$ cat src/hdl/xcl_pkg.sv
// Shared constants for the crosspoint configuration latches
package xcl_pkg;
  // Array geometry
  localparam int NUM_OUT   = 16;
  localparam int NUM_IN    = 32;
  localparam int SRC_W     = 5;
  localparam int CFG_W     = 6;
  localparam int IDX_W     = 4;
  localparam int EN_BIT    = 5;
  localparam int CHAIN_LEN = 192;
  localparam int PAD_LEN   = 96;
  localparam int ROUTE_W   = NUM_OUT * NUM_IN;
  // Pin synchroniser vector
  localparam int SYNC_W    = 15;
  localparam logic [SYNC_W-1:0] SYNC_RST = 15'h5800;
  localparam int PIN_SCLK  = 14;
  localparam int PIN_SDIN  = 13;
  localparam int PIN_WR_N  = 12;
  localparam int PIN_UPD_N = 11;
  localparam int PIN_MODE  = 10;
  localparam int PIN_IDX   = 6;
  localparam int PIN_CFG   = 0;
  // Register byte offsets
  localparam logic [7:0] OFF_CTRL   = 8'h00;
  localparam logic [7:0] OFF_WDATA  = 8'h04;
  localparam logic [7:0] OFF_STATUS = 8'h08;
  localparam logic [1:0] PAGE_ROUTE = 2'h1;
  localparam logic [1:0] PAGE_FIRST = 2'h2;
  // Field positions
  localparam int CTRL_UPD   = 0;
  localparam int CTRL_WR    = 1;
  localparam int CTRL_BCAST = 2;
  localparam int WD_IDX     = 0;
  localparam int WD_CFG     = 8;
  // Reset values
  localparam logic       BCAST_RST = 1'h0;
  localparam logic [9:0] WDATA_RST = 10'h000;
endpackage : xcl_pkg

$ cat src/hdl/xcl_slot_if.sv
// Carrier between the latch bank and one output slot
`timescale 1ns/100ps
interface xcl_slot_if;
  logic                           load;
  logic [xcl_pkg::CFG_W-1:0]      cfg;
  logic [xcl_pkg::CFG_W-1:0]      held;
  logic [xcl_pkg::NUM_IN-1:0]     sel;
  modport bank (output load, output cfg, input held, input sel);
  modport slot (input load, input cfg, output held, output sel);
endinterface : xcl_slot_if

$ cat src/hdl/xcl_config_latches.sv
// Two-rank configuration latches of a 32x16 crosspoint with Avalon-MM access
//
// Overview of operation
// [RQ1] Each of 16 outputs selects exactly one of 32 inputs, or none when disabled.
// [RQ2] Selections are independent, so one input may feed several outputs.
// [RQ3] Settings land first in a first rank, loaded serially or by addressed write.
// [RQ4] An update copies the whole first rank into the second rank at once.
// [RQ5] The bit leaving the shift chain end is driven on the serial output.
// [RQ6] Reset clears the second rank and leaves the first rank untouched.
// [RQ7] A broadcast parallel write loads every first-rank slot at once.
// [RQ8] The host shifts a full image; single outputs cannot be set serially.
// [RQ9] One serial bit is taken per falling serial clock, 192 bits per device.
// [RQ10] The host sends output 15 enable first, source MSB first, then 96 zeros.
// [RQ11] A falling write strobe stores index and six data bits into one slot.
// [RQ12] While update is low the second rank follows the first rank.
// [RQ13] After reset all outputs stay off until the next update.
//
// The implementer's own choices: the placing of the registers and register access over Avalon-MM.
`timescale 1ns/100ps
module xcl_config_latches (
  input  wire logic                         clk,
  input  wire logic                         rst_n,
  input  wire logic [7:0]                   avs_address,
  input  wire logic                         avs_read,
  input  wire logic                         avs_write,
  input  wire logic [31:0]                  avs_writedata,
  output logic      [31:0]                  avs_readdata,
  output logic                              avs_waitrequest,
  input  wire logic                         serial_clock,
  input  wire logic                         serial_data_in,
  output logic                              serial_data_out,
  input  wire logic                         write_strobe_n,
  input  wire logic                         update_n,
  input  wire logic                         serial_parallel_select,
  input  wire logic [xcl_pkg::IDX_W-1:0]    output_index_lines,
  input  wire logic                         output_enable_bit,
  input  wire logic [xcl_pkg::SRC_W-1:0]    source_select_bits,
  output logic      [xcl_pkg::ROUTE_W-1:0]  route_select
);
  // Top bit of the shift chain
  localparam int HIGH = xcl_pkg::CHAIN_LEN - 1;

  // Pin sampling
  logic [xcl_pkg::SYNC_W-1:0] pin_lvl;
  xcl_pin_sync #(
    .W   (xcl_pkg::SYNC_W),
    .RST (xcl_pkg::SYNC_RST)
  ) u_sync (
    .clk   (clk),
    .rst_n (rst_n),
    .pin   ({serial_clock, serial_data_in, write_strobe_n, update_n,
             serial_parallel_select, output_index_lines,
             output_enable_bit, source_select_bits}),
    .level (pin_lvl)
  );

  wire                        sclk_lvl  = pin_lvl[xcl_pkg::PIN_SCLK];
  wire                        sdin_lvl  = pin_lvl[xcl_pkg::PIN_SDIN];
  wire                        wr_n_lvl  = pin_lvl[xcl_pkg::PIN_WR_N];
  wire                        upd_n_lvl = pin_lvl[xcl_pkg::PIN_UPD_N];
  wire                        par_mode  = pin_lvl[xcl_pkg::PIN_MODE];
  wire [xcl_pkg::IDX_W-1:0]   pin_idx   = pin_lvl[xcl_pkg::PIN_IDX +: xcl_pkg::IDX_W];
  wire [xcl_pkg::CFG_W-1:0]   pin_cfg   = pin_lvl[xcl_pkg::PIN_CFG +: xcl_pkg::CFG_W];

  // Previous levels for edge detection
  logic sclk_q_reg;
  logic wr_n_q_reg;
  always_ff @(posedge clk or negedge rst_n) begin
    if (!rst_n) begin
      sclk_q_reg <= 1'h1;
      wr_n_q_reg <= 1'h1;
    end else begin
      sclk_q_reg <= sclk_lvl;
      wr_n_q_reg <= wr_n_lvl;
    end
  end

  // Register bus handshake: one wait state per access
  logic                      wait_reg;
  logic [31:0]               rdata_reg;
  logic                      bcast_reg;
  logic [9:0]                wdata_reg;
  wire                       bus_req   = avs_read | avs_write;
  wire                       bus_take  = bus_req & wait_reg;
  wire                       bus_done  = bus_req & ~wait_reg;
  wire                       wr_done   = avs_write & bus_done;
  wire                       hit_ctrl  = avs_address == xcl_pkg::OFF_CTRL;
  wire                       hit_wdata = avs_address == xcl_pkg::OFF_WDATA;
  wire                       hit_stat  = avs_address == xcl_pkg::OFF_STATUS;
  wire [1:0]                 page      = avs_address[7:6];
  wire [xcl_pkg::IDX_W-1:0]  page_idx  = avs_address[5:2];
  wire                       page_lo   = avs_address[1:0] == 2'h0;
  wire                       hit_route = page_lo & (page == xcl_pkg::PAGE_ROUTE);
  wire                       hit_first = page_lo & (page == xcl_pkg::PAGE_FIRST);

  // Software strobes taken at the completing edge
  wire sw_upd = wr_done & hit_ctrl & avs_writedata[xcl_pkg::CTRL_UPD];
  wire sw_wr  = wr_done & hit_ctrl & avs_writedata[xcl_pkg::CTRL_WR];

  // Programming events
  wire ser_fall = sclk_q_reg & ~sclk_lvl;
  wire wr_fall  = wr_n_q_reg & ~wr_n_lvl;
  wire shift_en = ser_fall & ~par_mode & wr_n_lvl;                 // RQ9
  wire pin_wr   = wr_fall & par_mode;                              // RQ11
  wire par_load = pin_wr | sw_wr;                                  // RQ3
  wire [xcl_pkg::IDX_W-1:0] par_idx = pin_wr ? pin_idx :
                                      wdata_reg[xcl_pkg::WD_IDX +: xcl_pkg::IDX_W];
  wire [xcl_pkg::CFG_W-1:0] par_cfg = pin_wr ? pin_cfg :
                                      wdata_reg[xcl_pkg::IDX_W +: xcl_pkg::CFG_W];
  wire load = ~upd_n_lvl | sw_upd;                                 // RQ12

  // First rank: the shift chain itself, deliberately not reset
  logic [HIGH:0] chain_reg;
  logic [HIGH:0] chain_next;
  always_comb begin
    chain_next = chain_reg;
    if (shift_en) begin
      chain_next = {chain_reg[HIGH-1:0], sdin_lvl};                // RQ9
    end else if (par_load) begin
      for (int i = 0; i < xcl_pkg::NUM_OUT; i++) begin
        if (bcast_reg || par_idx == i[xcl_pkg::IDX_W-1:0]) begin   // RQ7
          chain_next[xcl_pkg::PAD_LEN + i*xcl_pkg::CFG_W +: xcl_pkg::CFG_W] = par_cfg; // RQ11
        end
      end
    end
  end

  // First rank survives reset
  always_ff @(posedge clk) begin
    chain_reg <= chain_next;                                       // RQ6
  end

  // Chain end drives the cascade output
  assign serial_data_out = chain_reg[HIGH];                        // RQ5

  // Second rank slots
  xcl_slot_if slot_if[xcl_pkg::NUM_OUT] ();
  logic [xcl_pkg::NUM_OUT*xcl_pkg::CFG_W-1:0] held_flat;
  wire  [xcl_pkg::NUM_OUT*xcl_pkg::CFG_W-1:0] first_flat = chain_reg[HIGH:xcl_pkg::PAD_LEN];

  for (genvar g = 0; g < xcl_pkg::NUM_OUT; g++) begin : g_slot
    assign slot_if[g].load = load;                                 // RQ4
    assign slot_if[g].cfg  = first_flat[g*xcl_pkg::CFG_W +: xcl_pkg::CFG_W];
    xcl_route_slot u_slot (
      .clk   (clk),
      .rst_n (rst_n),
      .s     (slot_if[g])
    );
    assign held_flat[g*xcl_pkg::CFG_W +: xcl_pkg::CFG_W] = slot_if[g].held;
    assign route_select[g*xcl_pkg::NUM_IN +: xcl_pkg::NUM_IN] = slot_if[g].sel; // RQ2

  end

  // Readback selection
  wire [xcl_pkg::CFG_W-1:0] route_rd = held_flat[page_idx*xcl_pkg::CFG_W +: xcl_pkg::CFG_W];
  wire [xcl_pkg::CFG_W-1:0] first_rd = first_flat[page_idx*xcl_pkg::CFG_W +: xcl_pkg::CFG_W];
  wire [31:0] rdata_next =
      hit_ctrl  ? {29'h0, bcast_reg, 2'h0} :
      hit_wdata ? {18'h0, wdata_reg[9:4], 4'h0, wdata_reg[3:0]} :
      hit_stat  ? {29'h0, serial_data_out, upd_n_lvl, par_mode} :
      hit_route ? {26'h0, route_rd} :
      hit_first ? {26'h0, first_rd} : 32'h0000_0000;

  // Bus slave state
  always_ff @(posedge clk or negedge rst_n) begin
    if (!rst_n) begin
      wait_reg  <= 1'h1;
      rdata_reg <= 32'h0000_0000;
    end else begin
      wait_reg  <= ~bus_take;
      if (avs_read && bus_take) begin
        rdata_reg <= rdata_next;
      end
    end
  end

  // Software control registers
  always_ff @(posedge clk or negedge rst_n) begin
    if (!rst_n) begin
      bcast_reg <= xcl_pkg::BCAST_RST;
      wdata_reg <= xcl_pkg::WDATA_RST;
    end else if (wr_done && hit_ctrl) begin
      bcast_reg <= avs_writedata[xcl_pkg::CTRL_BCAST];
    end else if (wr_done && hit_wdata) begin
      wdata_reg <= {avs_writedata[xcl_pkg::WD_CFG +: xcl_pkg::CFG_W],
                    avs_writedata[xcl_pkg::WD_IDX +: xcl_pkg::IDX_W]};
    end
  end

  assign avs_waitrequest = wait_reg;
  assign avs_readdata    = rdata_reg;

  // Parallel write slot index, delayed by one cycle
  logic [xcl_pkg::IDX_W-1:0] chk_idx_q;
  always_ff @(posedge clk) begin
    chk_idx_q <= par_idx;
  end
  wire [xcl_pkg::CFG_W-1:0] chk_first_q =
    first_flat[chk_idx_q*xcl_pkg::CFG_W +: xcl_pkg::CFG_W];
endmodule : xcl_config_latches

$ cat src/hdl/xcl_pin_sync.sv
// Three-stage pin synchroniser with agreement filter
`timescale 1ns/100ps
module xcl_pin_sync #(
  parameter int               W   = 1,
  parameter logic [W-1:0]     RST = '0
) (
  input  wire logic         clk,
  input  wire logic         rst_n,
  input  wire logic [W-1:0] pin,
  output logic      [W-1:0] level
);
  logic [W-1:0] s1_reg;
  logic [W-1:0] s2_reg;
  logic [W-1:0] s3_reg;
  logic [W-1:0] level_reg;
  wire  [W-1:0] agree      = ~(s2_reg ^ s3_reg);
  wire  [W-1:0] level_next = (agree & s3_reg) | (~agree & level_reg);

  // Stages plus filtered level
  always_ff @(posedge clk or negedge rst_n) begin
    if (!rst_n) begin
      s1_reg    <= RST;
      s2_reg    <= RST;
      s3_reg    <= RST;
      level_reg <= RST;
    end else begin
      s1_reg    <= pin;
      s2_reg    <= s1_reg;
      s3_reg    <= s2_reg;
      level_reg <= level_next;
    end
  end

  assign level = level_reg;
endmodule : xcl_pin_sync

$ cat src/hdl/xcl_route_slot.sv
// Second-rank latch and source decoder for one output
`timescale 1ns/100ps
module xcl_route_slot (
  input  wire logic clk,
  input  wire logic rst_n,
  xcl_slot_if.slot  s
);
  logic [xcl_pkg::CFG_W-1:0]  held_reg;
  logic [xcl_pkg::NUM_IN-1:0] sel_reg;
  wire  [xcl_pkg::NUM_IN-1:0] sel_next = s.cfg[xcl_pkg::EN_BIT] ?  // RQ1
                                (32'h0000_0001 << s.cfg[xcl_pkg::SRC_W-1:0]) : 32'h0000_0000;

  // Reset disables the output; load copies first rank
  always_ff @(posedge clk or negedge rst_n) begin
    if (!rst_n) begin
      held_reg <= '0;                                              // RQ6
      sel_reg  <= '0;
    end else if (s.load) begin                                     // RQ13
      held_reg <= s.cfg;
      sel_reg  <= sel_next;
    end
  end

  assign s.held = held_reg;
  assign s.sel  = sel_reg;
endmodule : xcl_route_slot

$ cat config.mk
export PLATFORM = sky130hd
export DESIGN_NAME = xcl_config_latches
export DESIGN_NICKNAME = d
export VERILOG_FILES = /design/src/hdl/xcl_pkg.sv /design/src/hdl/xcl_slot_if.sv /design/src/hdl/xcl_config_latches.sv /design/src/hdl/xcl_pin_sync.sv /design/src/hdl/xcl_route_slot.sv
export SDC_FILE = /design/constraint.sdc
export NUM_CORES = 2
export LEC_CHECK = 0
export CORE_MARGIN = 2
export CORE_UTILIZATION = 40
export CTS_CLUSTER_DIAMETER = 40
export DETAILED_ROUTE_END_ITERATION = 8
export DONT_BUFFER_PORTS = 1
export MAX_ROUTING_LAYER = met4
export PLACE_DENSITY_LB_ADDON = 0.12
export SYNTH_ARGS = -nofsm -noshare
export SYNTH_HDL_FRONTEND = slang
export SYNTH_HIERARCHICAL = 1
export SYNTH_SLANG_ARGS = --single-unit
export TNS_END_PERCENT = 20
$ cat constraint.sdc
create_clock -name clk -period 4.6 [get_ports clk]
set_input_delay 0.92 -clock clk [delete_from_list [all_inputs] [get_ports clk]]
set_output_delay 0.92 -clock clk [all_outputs]
set_load 0.01 [all_outputs]
After elaboration in Yosys (flattened, before gate mapping)
Cells that the tools add are included.
{"block": "totals", "reg_bits": 906, "input_bits": 59, "elab_cells": 223, "output_inout_bits": 546}
{"block": "classes", "n_mul": 1, "n_eq_ne": 19, "n_shift": 18, "reduce_logical": 56, "muxes": 41, "bitwise": 29}
{"operator": "two-way mux 32 bit", "n": 16}
{"operator": "<< shifter 1 x 5 -> 32 bit, first input constant", "n": 16}
{"operator": "two-way mux 96 bit", "n": 2}
{"operator": "indexed part select 96 x 8 -> 6 bit", "n": 2}
{"operator": "two-way mux 6 bit", "n": 20}
{"operator": "AND reduction 2 bit", "n": 17}
{"operator": "nonzero test 2 bit", "n": 17}
{"operator": "equality test 4 bit, second input constant", "n": 8}
{"operator": "AND 15 bit", "n": 2}
{"operator": "inverter 15 bit", "n": 2}
{"operator": "two-way mux 14 bit", "n": 2}
{"operator": "equality test 4 x 3 -> 1 bit, second input constant", "n": 4}
{"operator": "logical OR 1 bit", "n": 16}
{"operator": "OR 15 bit", "n": 1}
{"operator": "bitwise XOR 15 bit", "n": 1}
{"operator": "AND 1 bit", "n": 13}
{"operator": "equality test 4 x 2 -> 1 bit, second input constant", "n": 2}
{"operator": "equality test 8 x 3 -> 1 bit, second input constant", "n": 1}
{"operator": "equality test 8 x 4 -> 1 bit, second input constant", "n": 1}
{"operator": "logical NOT 8 bit", "n": 1}
{"operator": "inverter 1 bit", "n": 7}
{"operator": "multiplier 4 x 2 -> 6 bit, second input constant", "n": 1}
{"operator": "equality test 4 x 1 -> 1 bit, second input constant", "n": 1}
{"operator": "logical NOT 4 bit", "n": 1}
{"operator": "other kinds (6)", "n": 10}

Logic depth before layout (Yosys ltp)
{"block": "depth", "depth_word": 9, "ltp_mapped": 10, "depth_no_buf": 7}

Cells and area by module
The synthesis kept the hierarchy.
{"mod": "xcl_route_slot", "cells_per_inst": 132, "n_inst": 16, "seq_area_each_um2": 950.9, "area_per_inst_um2": 1550.2}
{"mod": "xcl_config_latches", "cells_per_inst": 616, "n_inst": 1, "seq_area_each_um2": 6419.9, "area_per_inst_um2": 9855.7}
{"mod": "xcl_pin_sync", "cells_per_inst": 75, "n_inst": 1, "seq_area_each_um2": 1516.5, "area_per_inst_um2": 1685.4}

Worst setup path after synthesis
No wires, ideal clock.
{"block": "synth_timing", "kind": "register -> register", "from": "reg (tool-made name)", "to": "reg chain_reg[0] (enable)", "n_path_buf": 2, "required_time_ns": 4.102, "synth_period_minus_slack_ns": 4.436, "setup_time_ns": 0.498, "stages_incl_launch_ff": 4, "arrival_ns": 3.939, "setup_slack_ns": 0.164, "cell_sequence": "dfstp_2 > and4bb_1 > clkbuf_1 > clkbuf_1"}
{"item": "end signal: assignment", "line": "xcl_config_latches.sv:130", "rtl": "chain_reg <= chain_next;"}
{"item": "end: declaration", "line": "xcl_config_latches.sv:113", "rtl": "logic [HIGH:0] chain_reg;"}

Final worst setup path
{"block": "layout_timing", "from": "in avs_address[1]", "to": "reg g_slot[12].u_slot.sel_reg (netlist bit g_slot[12].u_slot/s.sel[19])"}
{"block": "layout_via", "elab_chain_cells": 4}
{"item": "start: declaration", "line": "xcl_config_latches.sv:23", "rtl": "input wire logic [7:0] avs_address,"}
{"item": "logical NOT 8 bit", "line": "xcl_config_latches.sv:87", "rtl": "wire hit_ctrl = avs_address == xcl_pkg::OFF_CTRL;"}
{"item": "AND 1 bit (2 in a row)", "line": "xcl_config_latches.sv:97", "rtl": "wire sw_upd = wr_done & hit_ctrl & avs_writedata[xcl_pkg::CTRL_UPD];"}
{"item": "OR 1 bit", "line": "xcl_config_latches.sv:110", "rtl": "wire load = ~upd_n_lvl | sw_upd;"}
{"item": "net load", "line": "xcl_config_latches.sv:110"}
{"item": "end signal: assignment", "line": "xcl_route_slot.sv:20", "rtl": "sel_reg <= sel_next;"}
{"item": "end: declaration", "line": "xcl_route_slot.sv:9", "rtl": "logic [xcl_pkg::NUM_IN-1:0] sel_reg;"}
The timed path passes the listed nets, and every way through them passes these cells.
A chain may end at the register's enable or synchronous reset.

==> run_results.csv <==
group,metric,value,unit
status,status,"complete, no violations",
synthesis,synth_ff_type,"dfrtp_1",
synthesis,async_flop_share,0.783,
synthesis,synth_warnings,6,
final_layout,postLayoutCellArea,0.0422,mm²
grt,grt_pass1_wl,153000,µm
final_layout,multi_input_area,0.0103,mm²
final_layout,register_area,0.0232,mm²
final_layout,largest_reg_flops,512,
synthesis,synth_edf_count,192,
worst_setup_path,cp_max_fo,115,
sta,layout_setup_ws,1.35,ns
floorplan,num_rows,110,
synthesis,ys_seq_area_frac,0.637,
min_path,hold_path.class,"input port to asynchronous set/reset pin",
clocking,cts.repair.resized,0,
place,hpwl,67900,µm
worst_setup_path,startpoint,"avs_address[1]",
clocking,cts_setup_buffers,0,
worst_setup_path,rrSetupSlack,1.60,ns
worst_setup_path,worstReg2RegEnd,"g_slot[12].u_slot/s.sel[19]",
grt,grt_usage,0.221,
clocking,numClockSinks,886,
sta,max_slew_margin,0.0652,
floorplan,dieHeight,305,µm
worst_setup_path,path_class,"input port to register",
synthesis,syn_avg_cell_area,13.0,µm²
worst_setup_path,crit_family,"simple AND/OR/NAND/NOR gates",
sta,final-setup-viol-count,0,
grt,grt_pass1_vias,23600,
synthesis,synth-seq-cells,886,
place,placed_cell_area,0.0371,mm²
place,gp_congestion,0.835,
power,power_density,484,mW/mm²
sta,maxSlewViolCount,0,
worst_setup_path,cp.required,5.22,ns
worst_setup_path,worstRegToRegCells,7,
clocking,clock_latency,0.73,ns
final_layout,fin_nets,2868,
drt,drtPass1Iterations,5,
worst_setup_path,crit_path_cell_trace,"or4_4 > or2_4 > nor4_2 > nand2_1 > nand2_4 > buf_12 > nand4b_1 > o22ai_1",
drt,drc,0,
clocking,cts_buffers,140,
final_layout,drive_gt1_frac,0.203,
synthesis,synth_cell_types,60,
synthesis,syn_area,0.0363,mm²
grt,grt_overflow_total,0,
power,ir_drop,0.347,mV
drt,drtIter0Drc,1615,
clocking,cts_tree,"yes",
clocking,htreeDepth,4,
drt,wire_per_inst,24.5,µm
sta,finClkSkew,0.0290,ns
worst_setup_path,endpoint_kind,"register",
clocking,root_buffer,"clkbuf_16",
sta,max_freq,308,MHz
worst_setup_path,crit_path_end,"g_slot[12].u_slot/s.sel[19]",
sta,fin_setup_tns,0,ns
drt,dr_total_vias,22900,
worst_setup_path,cp_num_buf_inv,1,
final_layout,n_fill_cell,8032,
clocking,cts.clk_slew.worst_paths,0.05,ns
floorplan,die-width,305,µm
worst_setup_path,reg2reg_from,"avs_waitrequest",
worst_setup_path,cpPeakStageDelay,0.56,ns
worst_setup_path,critPathArrivalTime,3.87,ns
final_layout,layout_common_cells,"dfrtp_1, inv_1, o22ai_1",
drt,routed_wl,101000,µm
power,p_leak,0.0170,µW
floorplan,pin_count,605,
sta,rsz0062_at_grt,"no",
worst_setup_path,start_kind,"input port",
final_layout,syn_to_final_growth,16.2,%
place,pre_cts_slack,0.651,ns
drt,antenna_left,0,
floorplan,fp.coreArea,0.0900,mm²
sta,worst_pin_slew,1.40,ns
flow_run,drv_cap,0,
place,port_buffers,0,
drt,viasPerCell,5.57,
worst_setup_path,critical_path_depth,8,
synthesis,synth_cells,2803,
worst_setup_path,critPathSlowestCell,"or4_4",
clocking,clk_path_buf_depth,3,
final_layout,final_common_cell,"dfrtp_1",
floorplan,die_area,0.0933,mm²
grt,grt_max_degree,695,
sta,hold_violations,0,
sta,period_needed,3.25,ns
floorplan,start_util,0.404,
sta,fin_crit_sh,0.707,
grt,antenna_found_initial,7,
==> worst min path at each step <==
stage	start	to	slack [ns]
after floorplan	u_sync/s1_reg[0]	u_sync/s2_reg[0]	0.33
after global placement	u_sync/s1_reg[1]	u_sync/s2_reg[1]	0.34
after detailed placement	u_sync/s1_reg[0]	u_sync/s2_reg[0]	0.34
after CTS	rst_n	g_slot[3].u_slot/s.sel[8]	-0.10
after global routing	rst_n	g_slot[0].u_slot/s.sel[7]	0.08
final	rst_n	g_slot[0].u_slot/s.sel[2]	0.11
==> cell type report <==
cell class              count  area share
diodes                     11    0.000652
clock buffers             168      0.0907
clock inverters            92      0.0272
inverters                 512      0.0455
multi-input cells        1235       0.244
flip-flops and latches    886       0.548
well taps                1176      0.0348
repair buffers             34     0.00942
==> logic make-up after synthesis <==
family,synth area share
AO/OA/AOI/OAI,0.130
adder cells (fa/ha/maj),0.00465
other,0.000103
buffers and inverters,0.0829
flip-flops,0.637
multiplexers,0.0668
AND/OR/NAND/NOR,0.0781
==> per-stage QoR <==
stage / instances / utilization / hold slack (ns) / total power (µW)
after floorplan: 2822 / - / 0.331 / 9250
after global placement: 3839 / 0.412 / 0.339 / 9420
after detailed placement: 3839 / 0.412 / 0.336 / 9450
after CTS: 4099 / 0.468 / -0.104 / 20600
after global routing: 4108 / 0.469 / 0.0843 / 21200
final: 4114 / 0.469 / 0.105 / 20400
==> power breakdown <==
| part | switching, µW | leakage, µW | internal (µW) |
|---|---|---|---|
| Clock | 3960 | 0.00242 | 7050 |
| Combinational | 605 | 0.00368 | 365 |
| Sequential | 199 | 0.0109 | 8270 |
| Total | 4760 | 0.0170 | 15700 |
==> synth_stat cells, drive strengths merged (42+ instances only) <==
cell type	number	area [µm²]
nand3b	57	428
buf	147	932
inv	512	1920
nand4b	64	561
nand2	46	173
mux4	50	1130
a21o	97	728
or3b	48	500
clkbuf	42	158
dfrtp	679	17000
o22ai	515	3620
mux2	107	1240
edfxtp	192	5770
==> layer usage <==
layer / part of all wire / up-vias / global-route usage
li1: - / 10100 / -
met1: 0.41 / 11900 / 0.274
met2: 0.48 / 755 / 0.343
met3: 0.080 / 177 / 0.0690
met4: 0.028 / 0 / 0.0740
met5: 0 / - / -
(Power assumes the default switching activity.)
